### src/inc/vfc_pkg.sv
// Notes on behaviour
// RL1: Low-period register holds bits 7:0 of the sync low count.
// RL2: Programmed low value is wanted cycles minus one; zero gives one cycle.
// RL3: Bits 15:8 of the low count come from a separate upper register.
// RL4: Equal-duty mode joins high low byte and both low bytes as 24 bits.
// RL5: Maximum frame count is upper byte 15:8 and lower byte 7:0.
// RL6: Raw mode frames carry a generated 16-bit frame number at start and end.
// RL7: Maximum count zero disables numbering; every frame number reads zero.
// RL8: Non-zero maximum: number counts one up to maximum, then wraps to one.
// RL9: Start and end packets of one frame share a number; advance on start.
// RL10: Clock control bit 3 picks external reference or internal oscillator.
// RL11: Logic reference is 200 MHz, or 100 MHz when mode bit is one.
// RL12: Software must not set mode bit while lane rate selects 400 Mbps.
// RL13: Two-bit lane rate: 00 fastest, 01 1.2G, 10 800M, 11 400M.
// RL14: Forward control bits 7:4 block inputs 3:0; one blocks forwarding.
// RL15: Forward control bits 3:0 route inputs 3:0 to output port 0 or 1.
// RL16: Software should block an input before changing its output mapping.
package vfc_pkg;
  localparam int          ADDR_W            = 8;
  localparam int          DATA_W            = 8;
  localparam int          NUM_INPUTS        = 4;
  localparam logic [7:0]  ADDR_SYNC_HIGH_LSB = 8'h1A;
  localparam logic [7:0]  ADDR_SYNC_LOW_MSB  = 8'h1B;
  localparam logic [7:0]  ADDR_SYNC_LOW_LSB  = 8'h1C;
  localparam logic [7:0]  ADDR_LIMIT_MSB     = 8'h1D;
  localparam logic [7:0]  ADDR_LIMIT_LSB     = 8'h1E;
  localparam logic [7:0]  ADDR_CLOCK_CTRL    = 8'h1F;
  localparam logic [7:0]  ADDR_FORWARD_CTRL  = 8'h20;
  localparam logic [7:0]  RST_SYNC_HIGH_LSB  = 8'h00;
  localparam logic [7:0]  RST_SYNC_LOW_MSB   = 8'h00;
  localparam logic [7:0]  RST_SYNC_LOW_LSB   = 8'h00;
  localparam logic [7:0]  RST_LIMIT_MSB      = 8'h00;
  localparam logic [7:0]  RST_LIMIT_LSB      = 8'h04;
  localparam logic [7:0]  RST_CLOCK_CTRL     = 8'h02;
  localparam logic [7:0]  RST_FORWARD_CTRL   = 8'hF0;
  localparam logic [7:0]  CLOCK_CTRL_MASK    = 8'h0F;
  localparam int          OSC_SEL_BIT        = 3;
  localparam int          REF_MODE_BIT       = 2;
  localparam int          RATE_LSB           = 0;
  localparam int          BLOCK_LSB          = 4;
  localparam int          ROUTE_LSB          = 0;
  localparam logic [1:0]  RATE_400M          = 2'h3;
  localparam logic [15:0] FRAME_NUM_ONE      = 16'h0001;
  localparam logic [15:0] FRAME_NUM_ZERO     = 16'h0000;
  typedef enum logic [1:0] {
    VFC_IDLE,
    VFC_IN_FRAME
  } vfc_frame_state_e;
endpackage : vfc_pkg

### src/rtl/video_forwarding_config_regs.sv
// Our own choice: the address-and-strobe port.
module video_forwarding_config_regs
  import vfc_pkg::*;
(
  input  wire logic                  clock,
  input  wire logic                  srst,
  input  wire logic [ADDR_W-1:0]     regAddr,
  input  wire logic [DATA_W-1:0]     regWriteData,
  input  wire logic                  regWrite,
  input  wire logic                  regRead,
  output logic      [DATA_W-1:0]     regReadData,
  input  wire logic                  syncEnable,
  input  wire logic                  syncEqualDuty,
  input  wire logic                  rawMode,
  input  wire logic                  frameStart,
  input  wire logic                  frameEnd,
  input  wire logic [NUM_INPUTS-1:0] inputValid,
  output logic      [15:0]           frameNumber,
  output logic                       inFrame,
  output logic                       syncPulse,
  output logic                       internalOscillatorSelect,
  output logic                       referenceHalfRate,
  output logic      [1:0]            laneRate,
  output logic      [NUM_INPUTS-1:0] forwardOut0,
  output logic      [NUM_INPUTS-1:0] forwardOut1
);
  logic [7:0]  syncHighLsb;
  logic [7:0]  syncLowMsb;
  logic [7:0]  syncLowPeriodLsb;
  logic [7:0]  frameCountLimitMsb;
  logic [7:0]  frameCountLimitLsb;
  logic [7:0]  outputClockControl;
  logic [7:0]  inputForwardControl;
  logic [15:0] frameLimit;
  logic [15:0] counterNumber;
  logic        counterInFrame;
  logic        timerPulse;
  logic [7:0]  next_readData;

  always_ff @(posedge clock) begin
    if (srst) begin
      syncHighLsb <= RST_SYNC_HIGH_LSB;
    end else if (regWrite && regAddr == ADDR_SYNC_HIGH_LSB) begin
      syncHighLsb <= regWriteData;
    end
  end

  always_ff @(posedge clock) begin
    if (srst) begin
      syncLowMsb <= RST_SYNC_LOW_MSB;
    end else if (regWrite && regAddr == ADDR_SYNC_LOW_MSB) begin
      syncLowMsb <= regWriteData; // RL3
    end
  end

  always_ff @(posedge clock) begin
    if (srst) begin
      syncLowPeriodLsb <= RST_SYNC_LOW_LSB;
    end else if (regWrite && regAddr == ADDR_SYNC_LOW_LSB) begin
      syncLowPeriodLsb <= regWriteData; // RL1
    end
  end

  always_ff @(posedge clock) begin
    if (srst) begin
      frameCountLimitMsb <= RST_LIMIT_MSB;
      frameCountLimitLsb <= RST_LIMIT_LSB;
    end else if (regWrite && regAddr == ADDR_LIMIT_MSB) begin
      frameCountLimitMsb <= regWriteData;
    end else if (regWrite && regAddr == ADDR_LIMIT_LSB) begin
      frameCountLimitLsb <= regWriteData;
    end
  end

  assign frameLimit = {frameCountLimitMsb, frameCountLimitLsb}; // RL5

  // Reserved upper bits never store, so they read zero
  always_ff @(posedge clock) begin
    if (srst) begin
      outputClockControl <= RST_CLOCK_CTRL;
    end else if (regWrite && regAddr == ADDR_CLOCK_CTRL) begin
      outputClockControl <= regWriteData & CLOCK_CTRL_MASK;
    end
  end

  // Remapping a live input is not blocked; software is expected to block first
  always_ff @(posedge clock) begin
    if (srst) begin
      inputForwardControl <= RST_FORWARD_CTRL;
    end else if (regWrite && regAddr == ADDR_FORWARD_CTRL) begin
      inputForwardControl <= regWriteData; // RL16
    end
  end

  always_comb begin
    case (regAddr)
      ADDR_SYNC_HIGH_LSB: next_readData = syncHighLsb;
      ADDR_SYNC_LOW_MSB:  next_readData = syncLowMsb;
      ADDR_SYNC_LOW_LSB:  next_readData = syncLowPeriodLsb;
      ADDR_LIMIT_MSB:     next_readData = frameCountLimitMsb;
      ADDR_LIMIT_LSB:     next_readData = frameCountLimitLsb;
      ADDR_CLOCK_CTRL:    next_readData = outputClockControl;
      ADDR_FORWARD_CTRL:  next_readData = inputForwardControl;
      default:            next_readData = 8'h00;
    endcase
  end

  always_ff @(posedge clock) begin
    if (srst) begin
      regReadData <= 8'h00;
    end else if (regRead) begin
      regReadData <= next_readData;
    end else begin
      regReadData <= 8'h00;
    end
  end

  vfc_frame_counter u_counter (
    .clock       (clock),
    .srst        (srst),
    .rawMode     (rawMode),
    .frameLimit  (frameLimit),
    .frameStart  (frameStart),
    .frameEnd    (frameEnd),
    .frameNumber (counterNumber),
    .inFrame     (counterInFrame)
  );

  vfc_sync_timer u_timer (
    .clock     (clock),
    .srst      (srst),
    .enable    (syncEnable),
    .equalDuty (syncEqualDuty),
    .highLsb   (syncHighLsb),
    .lowMsb    (syncLowMsb),
    .lowLsb    (syncLowPeriodLsb),
    .syncPulse (timerPulse)
  );

  always_ff @(posedge clock) begin
    if (srst) begin
      frameNumber <= FRAME_NUM_ZERO;
      inFrame     <= 1'b0;
      syncPulse   <= 1'b0;
    end else begin
      frameNumber <= counterNumber; // RL6
      inFrame     <= counterInFrame;
      syncPulse   <= timerPulse;
    end
  end

  // Mode bit is passed as written even at 400 Mbps; guarding it is left to software
  always_ff @(posedge clock) begin
    if (srst) begin
      internalOscillatorSelect <= RST_CLOCK_CTRL[OSC_SEL_BIT];
      referenceHalfRate        <= RST_CLOCK_CTRL[REF_MODE_BIT];
      laneRate                 <= RST_CLOCK_CTRL[RATE_LSB+:2];
    end else begin
      internalOscillatorSelect <= outputClockControl[OSC_SEL_BIT]; // RL10
      referenceHalfRate        <= outputClockControl[REF_MODE_BIT]; // RL11 RL12
      laneRate                 <= outputClockControl[RATE_LSB+:2]; // RL13
    end
  end

  genvar gi;
  generate
    for (gi = 0; gi < NUM_INPUTS; gi++) begin : g_route
      always_ff @(posedge clock) begin
        if (srst) begin
          forwardOut0[gi] <= 1'b0;
          forwardOut1[gi] <= 1'b0;
        end else begin
          forwardOut0[gi] <= inputValid[gi] && !inputForwardControl[BLOCK_LSB+gi] &&
                             !inputForwardControl[ROUTE_LSB+gi]; // RL14 RL15
          forwardOut1[gi] <= inputValid[gi] && !inputForwardControl[BLOCK_LSB+gi] &&
                             inputForwardControl[ROUTE_LSB+gi]; // RL14 RL15
        end
      end
    end
  endgenerate
endmodule : video_forwarding_config_regs

### src/rtl/vfc_frame_counter.sv
module vfc_frame_counter
  import vfc_pkg::*;
(
  input  wire logic        clock,
  input  wire logic        srst,
  input  wire logic        rawMode,
  input  wire logic [15:0] frameLimit,
  input  wire logic        frameStart,
  input  wire logic        frameEnd,
  output logic      [15:0] frameNumber,
  output logic             inFrame
);
  vfc_frame_state_e state;
  logic [15:0]      lastNumber;
  logic [15:0]      next_number;

  always_comb begin
    if (frameLimit == FRAME_NUM_ZERO) begin
      next_number = FRAME_NUM_ZERO; // RL7
    end else if (lastNumber >= frameLimit || lastNumber == FRAME_NUM_ZERO) begin
      next_number = FRAME_NUM_ONE; // RL8
    end else begin
      next_number = lastNumber + FRAME_NUM_ONE; // RL8
    end
  end

  // Number is held through the frame so the end packet repeats it
  always_ff @(posedge clock) begin
    if (srst) begin
      state       <= VFC_IDLE;
      lastNumber  <= FRAME_NUM_ZERO;
      frameNumber <= FRAME_NUM_ZERO;
    end else begin
      case (state)
        VFC_IDLE: begin
          if (rawMode && frameStart) begin
            state       <= VFC_IN_FRAME; // RL9
            lastNumber  <= next_number;
            frameNumber <= next_number; // RL6
          end
        end
        VFC_IN_FRAME: begin
          if (frameEnd) begin
            state <= VFC_IDLE; // RL9
          end
        end
        default: begin
          state <= VFC_IDLE;
        end
      endcase
    end
  end

  assign inFrame = (state == VFC_IN_FRAME);
endmodule : vfc_frame_counter

### src/rtl/vfc_sync_timer.sv
module vfc_sync_timer
  import vfc_pkg::*;
(
  input  wire logic        clock,
  input  wire logic        srst,
  input  wire logic        enable,
  input  wire logic        equalDuty,
  input  wire logic [7:0]  highLsb,
  input  wire logic [7:0]  lowMsb,
  input  wire logic [7:0]  lowLsb,
  output logic             syncPulse
);
  logic [23:0] count;
  logic [23:0] next_reload;

  // Only the low byte of high time is held here, so Hi/Lo high phase is 8 bits
  always_comb begin
    if (equalDuty) begin
      next_reload = {highLsb, lowMsb, lowLsb}; // RL4
    end else if (syncPulse) begin
      // Leaving the high phase, so the low time is loaded next
      next_reload = {8'h00, lowMsb, lowLsb}; // RL3
    end else begin
      next_reload = {16'h0000, highLsb};
    end
  end

  always_ff @(posedge clock) begin
    if (srst || !enable) begin
      count     <= 24'h00_0000;
      syncPulse <= 1'b0;
    end else if (count == 24'h00_0000) begin
      // A reload of V holds the new level for V plus one cycles
      syncPulse <= ~syncPulse; // RL2
      count     <= next_reload;
    end else begin
      count <= count - 24'h00_0001; // RL2
    end
  end
endmodule : vfc_sync_timer

### config.mk
export PLATFORM = sky130hd
export DESIGN_NAME = video_forwarding_config_regs
export DESIGN_NICKNAME = d
export VERILOG_FILES = /design/src/inc/vfc_pkg.sv /design/src/rtl/video_forwarding_config_regs.sv /design/src/rtl/vfc_frame_counter.sv /design/src/rtl/vfc_sync_timer.sv
export SDC_FILE = /design/constraint.sdc
export NUM_CORES = 1
export LEC_CHECK = 0
export BUFFER_PORTS_ARGS = -buffer_cell sky130_fd_sc_hd__buf_2
export CAP_MARGIN = 20
export CORE_MARGIN = 3
export CORE_UTILIZATION = 53
export DETAILED_ROUTE_END_ITERATION = 16
export GPL_TIMING_DRIVEN = 0
export PLACE_DENSITY_LB_ADDON = 0.12
export RECOVER_POWER = 25
export SLEW_MARGIN = 20
export SYNTH_ARGS = -nofsm -noshare
export SYNTH_HDL_FRONTEND = slang
export SYNTH_SLANG_ARGS = --single-unit
### constraint.sdc
create_clock -name clock -period 2.1 [get_ports clock]
set_input_delay 0.315 -clock clock [delete_from_list [all_inputs] [get_ports clock]]
set_output_delay 0.315 -clock clock [all_outputs]
set_load 0.05 [all_outputs]
==> impl_results.md, run 1 <==
- Buffers and inverters on the worst path: 3
- Crit-path slowest cell: dfxtp_2
- Critical path depth in cells: 10
- Utilization after layout: 0.697
- Synth Area in Compound Gates: 0.145
- Yosys warnings: 0
- Synth Area in Simple Gates: 0.278
- Most frequent cells in the layout: 108 x dfxtp_1, 107 x nand2_1, 61 x a21oi_1
- Most common cell after layout, fill and taps aside: dfxtp_1
- Setup crit end kind: flip-flop
- Crit path largest cell delay: 0.37 ns
- Root Buffer: clkbuf_16
- Most used cell, CP: buf_4
- Clk pin slew, worst setup/hold paths: 0.06 ns
- Non-Filler Instances: 980
- CTS tree: built
- Num Clock Sinks: 132
- Critical Path RT: 2.41 ns
- Largest net degree at the start of global routing: 17
- Multiplexer share of the synthesized area: 0.0301
- Synth unique cells: 63
- Final setup fails: 11
- Ys flop type: dfxtp_1
- MaxCap Viol Count: 0
- Via count: 5887
- XOR/XNOR share of the synthesized area: 0.0289
- Outcome: complete, but fails checks
- Register area share after synthesis: 0.435
- Max-slew violation count: 0
- DP Cell Count: 925
- H-tree level count: 4
- Most area-hungry cell type in the Yosys netlist: dfxtp_1
- Post-DP Area: 0.00657 mm²
- Number of diodes: 0
- GRT overflow: 0
- Largest family of logic cells by synthesized area: simple AND/OR/NAND/NOR gates
- Chip width: 113 µm
- Max Clk Rate: 459 MHz
- HP Class: in2reg
- Initial Util: 0.550
- Setup Crit Path Kind: reg2reg
- Share of cells above drive strength 1: 0.221
- Switching power: 3470 µW
- I/O pin cnt: 67
- Clock latency at the later pin of the worst-skew pair: 0.42 ns
- TritonCTS Buffers: 17
- Comb power frac: 0.397
- Skew final: 0.00882 ns
- Worst path cell trace: inv_1 -> ha_1 -> nand2_2 -> nor3_2 -> buf_4 -> a221oi_2 -> o211ai_1 -> buf_4 -> or2_4 -> o31ai_2
- Worst-Margin Slew: 0.777 ns
- Port Buf Inserts: 63
- Power Density: 1280 mW/mm²
- Tmin final: 2.18 ns
- Wire per inst: 18.9 µm
- DP Worst Slack: -0.480 ns
- Delay-heaviest family, CP: compound AO/OA/AOI/OAI gates
- Synth Area in Adders: 0.0392
- Final HPWL from detailed placement: 12300 µm
- Met3 wire length: 1590 µm
- R2R depth: 10
- R2r setup slk: -0.08 ns
- Area Growth Syn to Fin: 26.7%
- CTS hold repair buffers: 0
- Seq pwr share: 0.300
- Switching Fraction: 0.352
- Chip Height: 113 µm
- CP max FO: 6
- Fin area: 0.00769 mm²
- Worst Setup SP: frameCountLimitMsb[2]
- Synthesized Nets: 770
- Setup WS post-layout: -0.0787 ns
- Critical path startpoint category: flip-flop
- Tot GR Track Use: 0.287
- EDFF count, synth: 0
- Critical Path AT: 2.49 ns
- Top routing layer used: met4
- Fin crit share: 1.04
- Wire length on met1: 8060 µm
- First-pass GRT wire length: 28800 µm
- Initial DRC count: 596
- Antenna-violating nets left: 0
- Vias in the first global route: 5504
- Final Hold Fails: 0
- Final wirelength: 18500 µm
- Failing checks: setup timing
- Routed wl met2: 8480 µm
- Sum Neg Setup Slack: -0.439 ns
- Worst reg2reg endpoint: u_counter.lastNumber[6]
- Routability congestion estimate: 0.908
- Core area: 0.0110 mm²
- Nets: 875
- Row cnt: 38
- Clock power frac: 0.303
- Synth Cell Area: 0.00607 mm²
- Antenna violations before repair: 0
- Worst hold path depth: 3
- Drt pass-1 iters: 7
- VDD IR max: 0.00154 V
- Via/cell ratio: 6.01
- CTS Buffer Depth: 2
- Area contributors post-synth: dfxtp_1 44%, nand2_1 6.7%, a21oi_1 5.2%, nand3_1 4.0%, ha_1 3.9%
- Die ar.: 0.0128 mm²
- Int Pwr: 6390 µW
- Async set-reset flop share out of synthesis: 0
- Syn avg cell area: 8.41 µm²
- R2R Path Start: frameCountLimitMsb[2]
- DRC errors left: 0
- P_leak: 0.00292 µW
- RSZ-0062 raised after global routing: true
- Top-area cell type share of the netlist area: 0.435
- Gate Count Post-Synth: 722
- #FFs+latches synth: 132
- Worst Setup EP: u_counter.lastNumber[6]
- Relative slew slack: 0.482
## flip-flops by register name, summed over array words and instances (netlist names)
register / flops
u_timer.count: 24
syncLowPeriodLsb: 8
forwardOut1: 4
referenceHalfRate: 1
frameCountLimitMsb: 8
u_timer.syncPulse: 1
inputForwardControl: 8
u_counter.lastNumber: 16
u_counter.state: 1
outputClockControl: 4
inFrame: 1
frameNumber: 16
syncLowMsb: 8
laneRate: 2
frameCountLimitLsb: 8
syncHighLsb: 8
forwardOut0: 4
syncPulse: 1
regReadData: 8
internalOscillatorSelect: 1
## power by group through the flow
stage	logic [µW]	registers (µW)	clock network (µW)
finish	3910	2960	2990
global route	4260	2990	3140
CTS	3380	2950	3010
detailed placement	2980	2990	0
global placement	2920	2970	0
floorplan	2350	2970	0
## synthesized netlist by cell type (8+ instances only)
master / count
xor2_1: 12
nand3_1: 48
clkbuf_1: 30
nand4_1: 9
nor2_1: 55
nor3_1: 13
nor4_1: 12
xnor2_1: 8
buf_2: 8
a21oi_1: 63
nand2_1: 109
o21ai_0: 14
mux2i_1: 16
inv_1: 25
a222oi_1: 8
ha_1: 19
dfxtp_1: 132
nor2b_1: 21
## kinds of logic (layout without fill, tap and decap cells)
kind of cell             after synthesis  in the layout
multiplexers                          18             18
flip-flops                           132            132
buffers and inverters                 66            184
AND/OR/NAND/NOR                      327            327
AO/OA/AOI/OAI                        140            140
adder cells (fa/ha/maj)               19             19
XOR/XNOR                              20             20
## layer usage
metal,global-route usage,vias to the layer above
met5,0,-
met3,0.0759,41
met2,0.437,283
met4,0.0938,0
met1,0.398,2785
li1,-,2778
## worst register-to-register path, cell delays in order (launching register included)
cell      delay, ns
dfxtp_2        0.37
inv_1          0.06
ha_1           0.31
nand2_2        0.10
nor3_2         0.06
buf_4          0.13
a221oi_2       0.24
o211ai_1       0.14
buf_4          0.18
or2_4          0.31
o31ai_2        0.20
## worst min path at each step
| stage | start | end | slack, ns |
|---|---|---|---|
| floorplan | regWriteData[2] | frameCountLimitLsb[2] | 0.43 |
| global placement | outputClockControl[3] | outputClockControl[3] | 0.46 |
| detailed placement | outputClockControl[3] | outputClockControl[3] | 0.47 |
| CTS | frameEnd | u_counter.state[0] | 0.15 |
| global route | inputValid[0] | forwardOut0[0] | 0.16 |
| finish | frameEnd | u_counter.state[0] | 0.16 |
## layout make-up
type / count / area (µm²)
Buffer: 39 / 196
Clock buffer: 22 / 464
Clock inverter: 10 / 130
Fill cell: 876 / 3340
Inverter: 25 / 96.3
Multi-Input combinational cell: 524 / 3440
Sequential cell: 132 / 2700
Tap cell: 140 / 175
Timing Repair Buffer: 88 / 490
## timing repair
item,4_1_cts,5_1_grt
gates resized for setup,44,50
setup buffers,11,12
endpoints found under the hold margin,0,0
setup endpoints to repair,41,33
pin swaps,20,20
cloned,2,0
## metrics by stage
| stage | hold WS (ns) | power (µW) |
|---|---|---|
| final | 0.162 | 9860 |
| after global routing | 0.162 | 10400 |
| after CTS | 0.151 | 9340 |
| after detailed placement | 0.466 | 5960 |
| after global placement | 0.460 | 5890 |
| after floorplan | 0.433 | 5330 |
(Power assumes the default switching activity.)
==> run 2: changes to the inputs <==
--- a/config.mk
+++ b/config.mk
@@ -13,6 +13,7 @@
 export GPL_TIMING_DRIVEN = 0
 export PLACE_DENSITY_LB_ADDON = 0.12
 export RECOVER_POWER = 25
+export SKIP_LAST_GASP = 1
 export SLEW_MARGIN = 20
 export SYNTH_ARGS = -nofsm -noshare
 export SYNTH_HDL_FRONTEND = slang
==> run 2 against run 1 <==
  * The flow still finishes with violations (setup timing)
  * Combinational power increased by 2%
  * Clock skew about the same
  * Die area unchanged
  * Maximum frequency decreased by 2.5%
  * Design area increased by 0.34%
  * Sequential power about the same
  * Via count decreased by 0.71%
  * Critical endpoint unchanged
==> impl_results.md, run 2 (same netlist as run 1, synthesis figures left out) <==
- Largest net degree at the start of global routing: 17
- Via/cell ratio: 5.97
- Max FFs per register: 24
- VDD IR max: 0.00168 V
- Port Buf Inserts: 63
- Crit path largest cell delay: 0.37 ns
- Buffers and inverters on the worst path: 3
- Wire per inst: 19.0 µm
- Most frequent cells in the layout: 106 x nand2_1, 104 x dfxtp_1, 61 x a21oi_1
- Critical Path RT: 2.41 ns
- Max-slew violation count: 0
- Skew final: 0.00912 ns
- Most flop-heavy register: u_timer.count
- Antenna violations before repair: 0
- CTS tree: built
- Vias in the first global route: 5505
- Chip Height: 113 µm
- First-pass GRT wire length: 28800 µm
- Tot GR Track Use: 0.287
- Crit-path slowest cell: dfxtp_2
- Row cnt: 38
- Num Clock Sinks: 132
- Max Clk Rate: 448 MHz
- Setup Crit Path Kind: reg2reg
- Worst-Margin Slew: 0.757 ns
- RSZ-0062 raised after global routing: true
- Nets: 874
- CTS hold repair buffers: 0
- DRC errors left: 0
- MaxCap Viol Count: 0
- Worst path cell trace: inv_1 -> ha_1 -> nand2_2 -> nor3_2 -> buf_4 -> a221oi_2 -> o211ai_1 -> buf_4 -> or2_4 -> o31ai_2
- Routability congestion estimate: 0.908
- Chip width: 113 µm
- Delay-heaviest family, CP: compound AO/OA/AOI/OAI gates
- HP Class: in2reg
- Sum Neg Setup Slack: -0.892 ns
- Drt pass-1 iters: 8
- Antenna-violating nets left: 0
- CTS Buffer Depth: 2
- Clock latency at the later pin of the worst-skew pair: 0.42 ns
- Via count: 5845
- Top flop regs: u_timer.count: 24 flops, frameNumber: 16 flops, u_counter.lastNumber: 16 flops
- Power Density: 1280 mW/mm²
- Core area: 0.0110 mm²
- Setup crit end kind: flip-flop
- H-tree level count: 4
- Root Buffer: clkbuf_16
- Final setup fails: 15
- Most used cell, CP: buf_4
- Total power: 9920 µW
- Initial DRC count: 584
- Fin crit share: 1.06
- I/O pin cnt: 67
- Most common cell after layout, fill and taps aside: nand2_1
- Critical path startpoint category: flip-flop
- Outcome: complete, but fails checks
- Tmin final: 2.23 ns
- Setup WS post-layout: -0.134 ns
- CP max FO: 6
- Initial Util: 0.550
- Final Hold Fails: 0
- TritonCTS Buffers: 17
- Area Growth Syn to Fin: 27.2%
- Relative slew slack: 0.495
- Critical Path AT: 2.55 ns
- Final wirelength: 18600 µm
- Number of diodes: 0
- Clk pin slew, worst setup/hold paths: 0.06 ns
- Die ar.: 0.0128 mm²
- Share of cells above drive strength 1: 0.229
- Final HPWL from detailed placement: 12300 µm
- Failing checks: setup timing
- P_leak: 0.00292 µW
- GRT overflow: 0
- Filler cells: 883
[run 2: final cells by class]
cell class | count | area (µm²) | share of cell area
sequential | 132 | 2710 | 0.351
timing repair buffer | 87 | 484 | 0.0627
multi-input combinational | 524 | 3460 | 0.449
buffer | 39 | 196 | 0.0254
clock buffer | 22 | 464 | 0.0601
inverter | 25 | 96.3 | 0.0125
clock inverter | 10 | 130 | 0.0169
tap | 140 | 175 | 0.0227
[run 2: final timing paths]
| kind | depth (start not counted) | to | start | slack (ns) |
|---|---|---|---|---|
| hold / removal | 3 | u_counter.state[0] | frameEnd | 0.16 |
| setup / recovery | 10 | u_counter.lastNumber[6] | frameCountLimitMsb[2] | -0.13 |
| hold reg to reg | 2 | outputClockControl[3] | outputClockControl[3] | 0.48 |
| setup reg to reg | 10 | u_counter.lastNumber[6] | frameCountLimitMsb[2] | -0.13 |
[run 2: power breakdown]
part	internal [µW]	total (µW)	switching (µW)	leakage, µW
Sequential	2730	2970	240	0.00108
Combinational	1750	3970	2220	0.00154
Clock	1920	2980	1060	0.000290
Total	6390	9920	3520	0.00292
[run 2: worst register-to-register path: stages, from the launching register on]
cell,delay (ns)
dfxtp_2,0.37
inv_1,0.06
ha_1,0.31
nand2_2,0.10
nor3_2,0.06
buf_4,0.13
a221oi_2,0.25
o211ai_1,0.16
buf_4,0.19
or2_4,0.31
o31ai_2,0.21
[run 2: layer usage]
| metal | up-vias | global-route usage | wire (µm) | share of wire |
|---|---|---|---|---|
| met5 | - | 0 | 0 | 0 |
| met4 | 0 | 0.106 | 455 | 0.024 |
| met2 | 293 | 0.431 | 8440 | 0.45 |
| li1 | 2764 | - | - | - |
| met3 | 44 | 0.0781 | 1750 | 0.094 |
| met1 | 2744 | 0.397 | 7970 | 0.43 |
[run 2: timing repair]
item                       in CTS  in global routing
setup endpoints to repair      41                 33
resized for setup              39                 69
cloned                          2                  0
pin swaps                      18                 27
buffers inserted               11                 11
[run 2: per-stage QoR]
| stage | setup WS [ns] | hold slack [ns] | instances | area [µm²] | util |
|---|---|---|---|---|---|
| 3_5_place_dp | -0.480 | 0.466 | 925 | 6570 | 0.596 |
| 2_1_floorplan | 0.0142 | 0.433 | 722 | 6080 | - |
| 4_1_cts | -0.104 | 0.151 | 968 | 7420 | 0.673 |
| 3_3_place_gp | -0.433 | 0.460 | 925 | 6570 | 0.596 |
| 6_report | -0.134 | 0.161 | 979 | 7720 | 0.700 |
| 5_1_grt | -0.234 | 0.162 | 979 | 7720 | 0.700 |
